===== src/hw/timer_f_pkg.sv =====
// Constants for the paired 8-bit timer flag and control block.
// Assumes a 32-bit AXI4-Lite register bus with word-aligned registers.
package timer_f_pkg;
    // Register byte offsets.
    localparam logic [7:0] CTRL_STATUS_OFS = 8'h00;
    localparam logic [7:0] LOW_CMP_OFS     = 8'h04;
    localparam logic [7:0] HIGH_CMP_OFS    = 8'h08;
    localparam logic [7:0] COUNTERS_OFS    = 8'h0c;
    localparam logic [7:0] MODE_OFS        = 8'h10;
    localparam logic [7:0] IRQ_STATUS_OFS  = 8'h14;
    localparam logic [7:0] IRQ_MASK_OFS    = 8'h18;

    // Field positions in the control and status register.
    localparam int HIGH_OVF_BIT   = 7;
    localparam int HIGH_MATCH_BIT = 6;
    localparam int HIGH_OVIE_BIT  = 5;
    localparam int HIGH_CCLR_BIT  = 4;
    localparam int LOW_OVF_BIT    = 3;
    localparam int LOW_MATCH_BIT  = 2;
    localparam int LOW_OVIE_BIT   = 1;
    localparam int LOW_CCLR_BIT   = 0;

    // Field positions in the mode register.
    localparam int RUN_BIT    = 0;
    localparam int MODE16_BIT = 1;

    // Field positions in the interrupt status and mask registers.
    localparam int IRQ_LOW_OVF    = 0;
    localparam int IRQ_LOW_MATCH  = 1;
    localparam int IRQ_HIGH_OVF   = 2;
    localparam int IRQ_HIGH_MATCH = 3;

    // Reset values and counter limits.
    localparam logic [7:0] CTRL_STATUS_RST = 8'h00;
    localparam logic [7:0] CMP_RST         = 8'hff;
    localparam logic [7:0] COUNT_MAX       = 8'hff;
    localparam logic [1:0] MODE_RST        = 2'h0;
    localparam logic [3:0] IRQ_RST         = 4'h0;

    // Bus responses.
    localparam logic [1:0] RESP_OKAY   = 2'h0;
    localparam logic [1:0] RESP_SLVERR = 2'h2;
endpackage : timer_f_pkg


===== src/hw/timer_f_flag_control.sv =====
// Paired 8-bit timer: counters, compare match, overflow flags, interrupts.
// Assumes an AXI4-Lite master on aclk and one system clock throughout.
`timescale 1ns/1ps
module timer_f_flag_control (
    input  wire logic        aclk,     // System clock, 10 MHz.
    input  wire logic        aresetn,  // Synchronous reset, active low.
    input  wire logic        ce,       // Clock enable; low freezes state.
    input  wire logic [7:0]  awaddr,   // Write address.
    input  wire logic        awvalid,  // Write address valid.
    output logic             awready,  // Write address ready.
    input  wire logic [31:0] wdata,    // Write data.
    input  wire logic [3:0]  wstrb,    // Write byte strobes.
    input  wire logic        wvalid,   // Write data valid.
    output logic             wready,   // Write data ready.
    output logic [1:0]       bresp,    // Write response.
    output logic             bvalid,   // Write response valid.
    input  wire logic        bready,   // Write response ready.
    input  wire logic [7:0]  araddr,   // Read address.
    input  wire logic        arvalid,  // Read address valid.
    output logic             arready,  // Read address ready.
    output logic [31:0]      rdata,    // Read data.
    output logic [1:0]       rresp,    // Read response.
    output logic             rvalid,   // Read data valid.
    input  wire logic        rready,   // Read data ready.
    output logic             irq       // Level interrupt request.
);
    logic [7:0]  cs_r, cs_nxt;
    logic [3:0]  arm_r, arm_nxt;
    logic [7:0]  low_cnt_r, low_cnt_nxt, high_cnt_r, high_cnt_nxt;
    logic [7:0]  low_cmp_r, low_cmp_nxt, high_cmp_r, high_cmp_nxt;
    logic [1:0]  mode_r, mode_nxt;
    logic [3:0]  ist_r, ist_nxt, imask_r, imask_nxt;
    logic        aw_held_r, aw_held_nxt, w_held_r, w_held_nxt;
    logic [7:0]  aw_addr_r, aw_addr_nxt;
    logic [31:0] w_data_r, w_data_nxt;
    logic        w_strb_r, w_strb_nxt;
    logic        bvalid_r, bvalid_nxt, rvalid_r, rvalid_nxt;
    logic [1:0]  bresp_r, bresp_nxt, rresp_r, rresp_nxt;
    logic [31:0] rdata_r, rdata_nxt;
    logic        wr_go, rd_go, cs_wr, cs_rd, wr_hit, rd_hit;
    logic        run, low_hit, low_wrap, high_tick, high_hit, high_wrap;

    // Only one write is in flight; address and data may arrive in any order.
    assign awready = ~aw_held_r;
    assign wready  = ~w_held_r;
    assign arready = ~rvalid_r;
    assign bvalid  = bvalid_r;
    assign bresp   = bresp_r;
    assign rvalid  = rvalid_r;
    assign rresp   = rresp_r;
    assign rdata   = rdata_r;
    assign irq     = |(ist_r & imask_r);

    // Decode of the bus side; bits 1:0 of addresses are ignored.
    always_comb begin
        wr_go  = aw_held_r & w_held_r & ~bvalid_r;
        rd_go  = arvalid & ~rvalid_r;
        wr_hit = (aw_addr_r <= timer_f_pkg::IRQ_MASK_OFS + 8'h03);
        rd_hit = (araddr <= timer_f_pkg::IRQ_MASK_OFS + 8'h03);
        cs_wr  = wr_go & w_strb_r
               & (aw_addr_r[7:2] == timer_f_pkg::CTRL_STATUS_OFS[7:2]);
        cs_rd  = rd_go
               & (araddr[7:2] == timer_f_pkg::CTRL_STATUS_OFS[7:2]);
    end

    // Count events; a compare hit with clear selected restarts at zero.
    always_comb begin
        run       = mode_r[timer_f_pkg::RUN_BIT];
        low_hit   = run & (low_cnt_r == low_cmp_r);
        low_wrap  = run & (low_cnt_r == timer_f_pkg::COUNT_MAX)
                  & ~(low_hit & cs_r[timer_f_pkg::LOW_CCLR_BIT]);
        // In sixteen-bit mode the high half ticks on low overflow.
        high_tick = mode_r[timer_f_pkg::MODE16_BIT] ? low_wrap : run;
        high_hit  = high_tick & (high_cnt_r == high_cmp_r);
        high_wrap = high_tick & (high_cnt_r == timer_f_pkg::COUNT_MAX)
                  & ~(high_hit & cs_r[timer_f_pkg::HIGH_CCLR_BIT]);
        low_cnt_nxt = low_cnt_r;
        if (run) begin
            low_cnt_nxt = (low_hit & cs_r[timer_f_pkg::LOW_CCLR_BIT])
                        ? 8'h00 : low_cnt_r + 8'h01;
        end
        high_cnt_nxt = high_cnt_r;
        if (high_tick) begin
            high_cnt_nxt = (high_hit & cs_r[timer_f_pkg::HIGH_CCLR_BIT])
                         ? 8'h00 : high_cnt_r + 8'h01;
        end
    end

    // Registers and flags. A flag clears only by a zero written after a
    // read that saw it set; an event in the same cycle still wins.
    always_comb begin
        cs_nxt    = cs_r;
        arm_nxt   = arm_r;
        low_cmp_nxt  = low_cmp_r;
        high_cmp_nxt = high_cmp_r;
        mode_nxt  = mode_r;
        ist_nxt   = ist_r;
        imask_nxt = imask_r;
        if (cs_wr) begin
            cs_nxt[timer_f_pkg::HIGH_OVIE_BIT] =
                w_data_r[timer_f_pkg::HIGH_OVIE_BIT];
            cs_nxt[timer_f_pkg::HIGH_CCLR_BIT] =
                w_data_r[timer_f_pkg::HIGH_CCLR_BIT];
            cs_nxt[timer_f_pkg::LOW_OVIE_BIT] =
                w_data_r[timer_f_pkg::LOW_OVIE_BIT];
            cs_nxt[timer_f_pkg::LOW_CCLR_BIT] =
                w_data_r[timer_f_pkg::LOW_CCLR_BIT];
            // Writing one to a flag does nothing.
            if (arm_r[0] && !w_data_r[timer_f_pkg::LOW_MATCH_BIT])
                cs_nxt[timer_f_pkg::LOW_MATCH_BIT] = 1'b0;
            if (arm_r[1] && !w_data_r[timer_f_pkg::LOW_OVF_BIT])
                cs_nxt[timer_f_pkg::LOW_OVF_BIT] = 1'b0;
            if (arm_r[2] && !w_data_r[timer_f_pkg::HIGH_MATCH_BIT])
                cs_nxt[timer_f_pkg::HIGH_MATCH_BIT] = 1'b0;
            if (arm_r[3] && !w_data_r[timer_f_pkg::HIGH_OVF_BIT])
                cs_nxt[timer_f_pkg::HIGH_OVF_BIT] = 1'b0;
            arm_nxt = 4'h0;
        end
        if (cs_rd) begin
            arm_nxt = arm_nxt | {cs_r[timer_f_pkg::HIGH_OVF_BIT],
                                 cs_r[timer_f_pkg::HIGH_MATCH_BIT],
                                 cs_r[timer_f_pkg::LOW_OVF_BIT],
                                 cs_r[timer_f_pkg::LOW_MATCH_BIT]};
        end
        if (wr_go && w_strb_r) begin
            case (aw_addr_r[7:2])
                timer_f_pkg::LOW_CMP_OFS[7:2]:  low_cmp_nxt = w_data_r[7:0];
                timer_f_pkg::HIGH_CMP_OFS[7:2]: high_cmp_nxt = w_data_r[7:0];
                timer_f_pkg::MODE_OFS[7:2]:     mode_nxt = w_data_r[1:0];
                timer_f_pkg::IRQ_MASK_OFS[7:2]: imask_nxt = w_data_r[3:0];
                default: ;
            endcase
        end
        if (rd_go && araddr[7:2] == timer_f_pkg::IRQ_STATUS_OFS[7:2])
            ist_nxt = 4'h0;
        if (low_hit) cs_nxt[timer_f_pkg::LOW_MATCH_BIT] = 1'b1;
        if (low_wrap) cs_nxt[timer_f_pkg::LOW_OVF_BIT] = 1'b1;
        if (high_hit) cs_nxt[timer_f_pkg::HIGH_MATCH_BIT] = 1'b1;
        if (high_wrap) cs_nxt[timer_f_pkg::HIGH_OVF_BIT] = 1'b1;
        // Overflow requests need their enable, seen at the event.
        if (low_wrap && cs_r[timer_f_pkg::LOW_OVIE_BIT])
            ist_nxt[timer_f_pkg::IRQ_LOW_OVF] = 1'b1;
        if (high_wrap && cs_r[timer_f_pkg::HIGH_OVIE_BIT])
            ist_nxt[timer_f_pkg::IRQ_HIGH_OVF] = 1'b1;
        if (low_hit) ist_nxt[timer_f_pkg::IRQ_LOW_MATCH] = 1'b1;
        if (high_hit) ist_nxt[timer_f_pkg::IRQ_HIGH_MATCH] = 1'b1;
    end

    // Bus handshake state and read data.
    always_comb begin
        aw_held_nxt = aw_held_r;
        w_held_nxt  = w_held_r;
        aw_addr_nxt = aw_addr_r;
        w_data_nxt  = w_data_r;
        w_strb_nxt  = w_strb_r;
        bvalid_nxt  = bvalid_r & ~bready;
        bresp_nxt   = bresp_r;
        rvalid_nxt  = rvalid_r & ~rready;
        rresp_nxt   = rresp_r;
        rdata_nxt   = rdata_r;
        if (awvalid && !aw_held_r) begin
            aw_held_nxt = 1'b1;
            aw_addr_nxt = awaddr;
        end
        if (wvalid && !w_held_r) begin
            w_held_nxt = 1'b1;
            w_data_nxt = wdata;
            w_strb_nxt = wstrb[0];
        end
        if (wr_go) begin
            aw_held_nxt = 1'b0;
            w_held_nxt  = 1'b0;
            bvalid_nxt  = 1'b1;
            bresp_nxt   = wr_hit ? timer_f_pkg::RESP_OKAY
                                 : timer_f_pkg::RESP_SLVERR;
        end
        if (rd_go) begin
            rvalid_nxt = 1'b1;
            rresp_nxt  = rd_hit ? timer_f_pkg::RESP_OKAY
                                : timer_f_pkg::RESP_SLVERR;
            case (araddr[7:2])
                timer_f_pkg::CTRL_STATUS_OFS[7:2]: rdata_nxt = {24'h0, cs_r};
                timer_f_pkg::LOW_CMP_OFS[7:2]:  rdata_nxt = {24'h0, low_cmp_r};
                timer_f_pkg::HIGH_CMP_OFS[7:2]: rdata_nxt = {24'h0, high_cmp_r};
                timer_f_pkg::COUNTERS_OFS[7:2]:
                    rdata_nxt = {16'h0, high_cnt_r, low_cnt_r};
                timer_f_pkg::MODE_OFS[7:2]:     rdata_nxt = {30'h0, mode_r};
                timer_f_pkg::IRQ_STATUS_OFS[7:2]: rdata_nxt = {28'h0, ist_r};
                timer_f_pkg::IRQ_MASK_OFS[7:2]: rdata_nxt = {28'h0, imask_r};
                default: rdata_nxt = 32'h0;
            endcase
        end
    end

    // All state; clock enable low holds everything, bus included.
    always_ff @(posedge aclk) begin
        if (!aresetn) begin
            cs_r <= timer_f_pkg::CTRL_STATUS_RST;
            arm_r <= 4'h0;
            low_cnt_r <= 8'h00;
            high_cnt_r <= 8'h00;
            low_cmp_r <= timer_f_pkg::CMP_RST;
            high_cmp_r <= timer_f_pkg::CMP_RST;
            mode_r <= timer_f_pkg::MODE_RST;
            ist_r <= timer_f_pkg::IRQ_RST;
            imask_r <= timer_f_pkg::IRQ_RST;
            aw_held_r <= 1'b0;
            w_held_r <= 1'b0;
            aw_addr_r <= 8'h00;
            w_data_r <= 32'h0;
            w_strb_r <= 1'b0;
            bvalid_r <= 1'b0;
            bresp_r <= timer_f_pkg::RESP_OKAY;
            rvalid_r <= 1'b0;
            rresp_r <= timer_f_pkg::RESP_OKAY;
            rdata_r <= 32'h0;
        end else if (ce) begin
            cs_r <= cs_nxt;
            arm_r <= arm_nxt;
            low_cnt_r <= low_cnt_nxt;
            high_cnt_r <= high_cnt_nxt;
            low_cmp_r <= low_cmp_nxt;
            high_cmp_r <= high_cmp_nxt;
            mode_r <= mode_nxt;
            ist_r <= ist_nxt;
            imask_r <= imask_nxt;
            aw_held_r <= aw_held_nxt;
            w_held_r <= w_held_nxt;
            aw_addr_r <= aw_addr_nxt;
            w_data_r <= w_data_nxt;
            w_strb_r <= w_strb_nxt;
            bvalid_r <= bvalid_nxt;
            bresp_r <= bresp_nxt;
            rvalid_r <= rvalid_nxt;
            rresp_r <= rresp_nxt;
            rdata_r <= rdata_nxt;
        end
    end
endmodule : timer_f_flag_control


===== config.mk =====
export PLATFORM = sky130hd
export DESIGN_NAME = timer_f_flag_control
export DESIGN_NICKNAME = d
export VERILOG_FILES = /design/src/hw/timer_f_pkg.sv /design/src/hw/timer_f_flag_control.sv
export SDC_FILE = /design/constraint.sdc
export NUM_CORES = 1
export LEC_CHECK = 0
export BUFFER_PORTS_ARGS = -buffer_cell sky130_fd_sc_hd__buf_2
export CAP_MARGIN = 25
export CORE_UTILIZATION = 35
export CTS_BUF_LIST = sky130_fd_sc_hd__clkbuf_16
export CTS_CLUSTER_SIZE = 14
export DETAILED_ROUTE_END_ITERATION = 16
export GPL_TIMING_DRIVEN = 0
export HOLD_SLACK_MARGIN = 0.1
export PLACE_DENSITY = 0.59
export RECOVER_POWER = 25
export SLEW_MARGIN = 40
export SYNTH_ARGS = -nofsm -noshare
export SYNTH_HDL_FRONTEND = slang
export SYNTH_SLANG_ARGS = --single-unit

===== constraint.sdc =====
create_clock -name aclk -period 5.44 [get_ports aclk]
set_input_delay 0.272 -clock aclk [delete_from_list [all_inputs] [get_ports aclk]]
set_output_delay 0.272 -clock aclk [all_outputs]
set_load 0.01 [all_outputs]

==> results.yml <==
floorplan:
  dieArea_um2: 12700
  io_pins: 102
  core_area_um2: 11700
  fp.dieH_um: 112
  rows: 39
  start_util_pct: 36.6
  die_w_um: 112
place:
  gp_routability_congestion: 0.873
  dp_hpwl_um: 8480
  port_buffers: 49
cells_and_area:
  fin_util_pct: 43.1
  fillers: 1191
  regArea_um2: 1820
  final_nets: 617
  diodes: 0
  syn_to_final_growth_pct: 17.8
  drive_gt1_share_pct: 15.5
  multi_input_area_um2: 2230
job:
  drv_cap: 0
logic_synthesis:
  yosys-top-cells-count: "dfxtp_1, nand2_1, nor2_1"
  synth_top_area_cell: "dfxtp_1"
  synth_area_um2: 4270
  syn_inst: 478
  synth-seq-cells: 91
  avgSynthCellArea_um2: 8.94
  synthFlopType: "dfxtp_1"
  synth_area_leaders: "dfxtp_1, mux2i_1, nand2_1, nor2_1, xor2_1"
  yosysSeqAreaShare_pct: 42.6
  synth_edf_count: 0
  yosys.cell_count.top_type: "dfxtp_1"
  synth_top_area_share_pct: 42.6
  yosysUniqueCellTypes: 58
  async_flop_share_pct: 0
  yosys_warnings: 0
clocking:
  numCtsBuffers: 9
  h-tree-depth: 3
  post_cts_buffers: 0
  clock-sinks: 91
  clk_latency_ps: 340
  cts.clk_slew.worst_paths_ps: 60
  cts_tree: "built"
  cts_resized: 0
  ctsHoldBuffers: 0
  cts_max_path_buffers: 2
  cts_root_buf: "clkbuf_16"
drt:
  wl_per_cell_um: 15.8
  antenna_left: 0
  viasPerCell: 5.24
  drc: 0
  drt_iter0_markers: 273
  vias: 3681
  first_pass_iters: 5
  drt-total-wl_um: 11100
global_routing:
  antenna_found_initial: 0
  use_met1_pct: 24.1
  grt_max_degree: 16
  grtUsageTotal_pct: 18.3
  grt_pass1_wl_um: 17700
  grt_pass1_vias: 3391
  grt_overflow_total: 0
  busiest_layer: "met2"
  use_met2_pct: 30.5
  grt.met3_usage_pct: 3.56
critical_path:
  r2r-end: "ist_r[2]"
  worstPathArrival_ps: 2380
  rrSetupSlack_ps: 3270
  rr_worst_depth: 6
  r2r_start: "low_cnt_r[3]"
  crit_path_end_kind: "flip-flop"
  critPathCapture: "ist_r[2]"
  path_max_fanout: 9
  required_ps: 5650
  cp-startpoint: "low_cnt_r[3]"
  worstSetupStartpointType: "flip-flop"
  critical_path_class: "reg -> reg"
timing:
  slew_headroom_pct: 50.8
  skew_ps: 6.22
  setup-tns-final_ps: 0
  finalCritPeriodShare_pct: 39.8
  hold_viol_final: 0
  slew_violations: 0
  finalCriticalPeriod_ps: 2170
  worstMarginPinSlew_ps: 737
  fmax_mhz: 462
  finalSetupViolCount: 0
  rsz0062_at_grt: "false"
power_and_ir_drop:
  power.sequential.fraction_pct: 49.4
  ir_worst_vdd_mv: 0.150
  p_leak_nw: 1.97
  p_per_area_nw_per_um2: 275
  combPwrFrac_pct: 6.7
  switching_share_pct: 23.0
  pwr-share-clk_pct: 43.9
  switchingPower_w: 0.000318
  internal_power_w: 0.00107
run_status:
  outcome: "finished clean"
hold_path:
  hold_class: "in -> reg"
## per-stage QoR
step                hold slack [ps]  instance area (um^2)  total power [W]  std cells  worst slack [ps]
global route                    168                  5030          0.00143        703              3020
global placement                444                  4760         0.000789        687              3350
floorplan                       408                  4340         0.000758        495              3680
detailed placement              447                  4770         0.000791        687              3300
CTS                             153                  5060          0.00140        703              3320
finish                          160                  5030          0.00138        703              3270
## power by group through the flow
stage,clock (W),combinational [W],sequential [W]
2_1_floorplan,0,0.0000629,0.000695
3_3_place_gp,0,0.0000913,0.000698
3_5_place_dp,0,0.0000931,0.000698
4_1_cts,0.000621,0.0000933,0.000683
5_1_grt,0.000648,0.000102,0.000684
6_report,0.000607,0.0000924,0.000683
## routing by layer
layer	vias up	share of wire, %	wire (um)
met2	117	46	5110
li1	1817	-	-
met1	1732	48	5280
met3	15	5.1	569
met4	0	1.4	150
met5	-	0	0
## cells by family (layout without fill, tap and decap cells)
group | Yosys count | after routing | share of synthesized area [%]
simple gates | 167 | 167 | 18.4
compound gates | 97 | 97 | 15.3
flops | 91 | 91 | 42.6
buf+inv | 54 | 119 | 6.91
mux | 43 | 43 | 11.4
xor+xnor | 23 | 23 | 4.71
fa+ha+maj | 2 | 2 | 0.586
other cells | 1 | 18 | 0.0878
## sequential cells by signal, summed over array words and instances, names as in the netlist, 2 cells and up
signal and flops:
rdata 16, cs_r 8, high_cmp_r 8, high_cnt_r 8, low_cmp_r 8, low_cnt_r 8, w_data_r 8, aw_addr_r 6
arm_r 4, imask_r 4, ist_r 4, mode_r 2
## critical path: stages, from the launching register on
cell and delay [ps]:
dfxtp_1 290, buf_2 170, xor2_1 170, nor4_2 450, a41oi_2 390, o2111ai_1 420
o21ai_0 150
## worst min path at each step
stage	start	end	cells past startpoint
finish	awaddr[7]	aw_addr_r[7]	3
global route	wdata[1]	w_data_r[1]	3
CTS	awaddr[5]	aw_addr_r[5]	3
detailed placement	rdata[3]	rdata[3]	2
global placement	rdata[3]	rdata[3]	2
floorplan	wstrb[0]	w_strb_r	2
## cell type report
cell class | count | share of cell area [%]
Sequential cell | 91 | 36.2
Clock buffer | 9 | 4.48
Clock inverter | 7 | 1.37
Multi-Input combinational cell | 350 | 44.2
Tap cell | 143 | 3.56
Timing Repair Buffer | 49 | 4.30
Buffer | 43 | 5.05
Inverter | 11 | 0.820
## layout by cell type (no fill, tap or decap), drive strengths merged, types with 3 or more instances in the layout
cell	instances
dfxtp	91
o2111ai	4
and3	5
mux2i	35
clkinvlp	3
a31oi	3
o31ai	4
nand2	58
mux2	4
nor3	6
nor2	56
o21ai	11
clkinv	3
nand2b	5
inv	11
nor4	5
xnor2	3
and4	3
nor3b	3
mux4	4
conb	18
xor2	20
buf	57
a22oi	19
clkbuf	44
nand3	12
a21oi	34
Note: power is estimated with default switching activity, not from simulation.
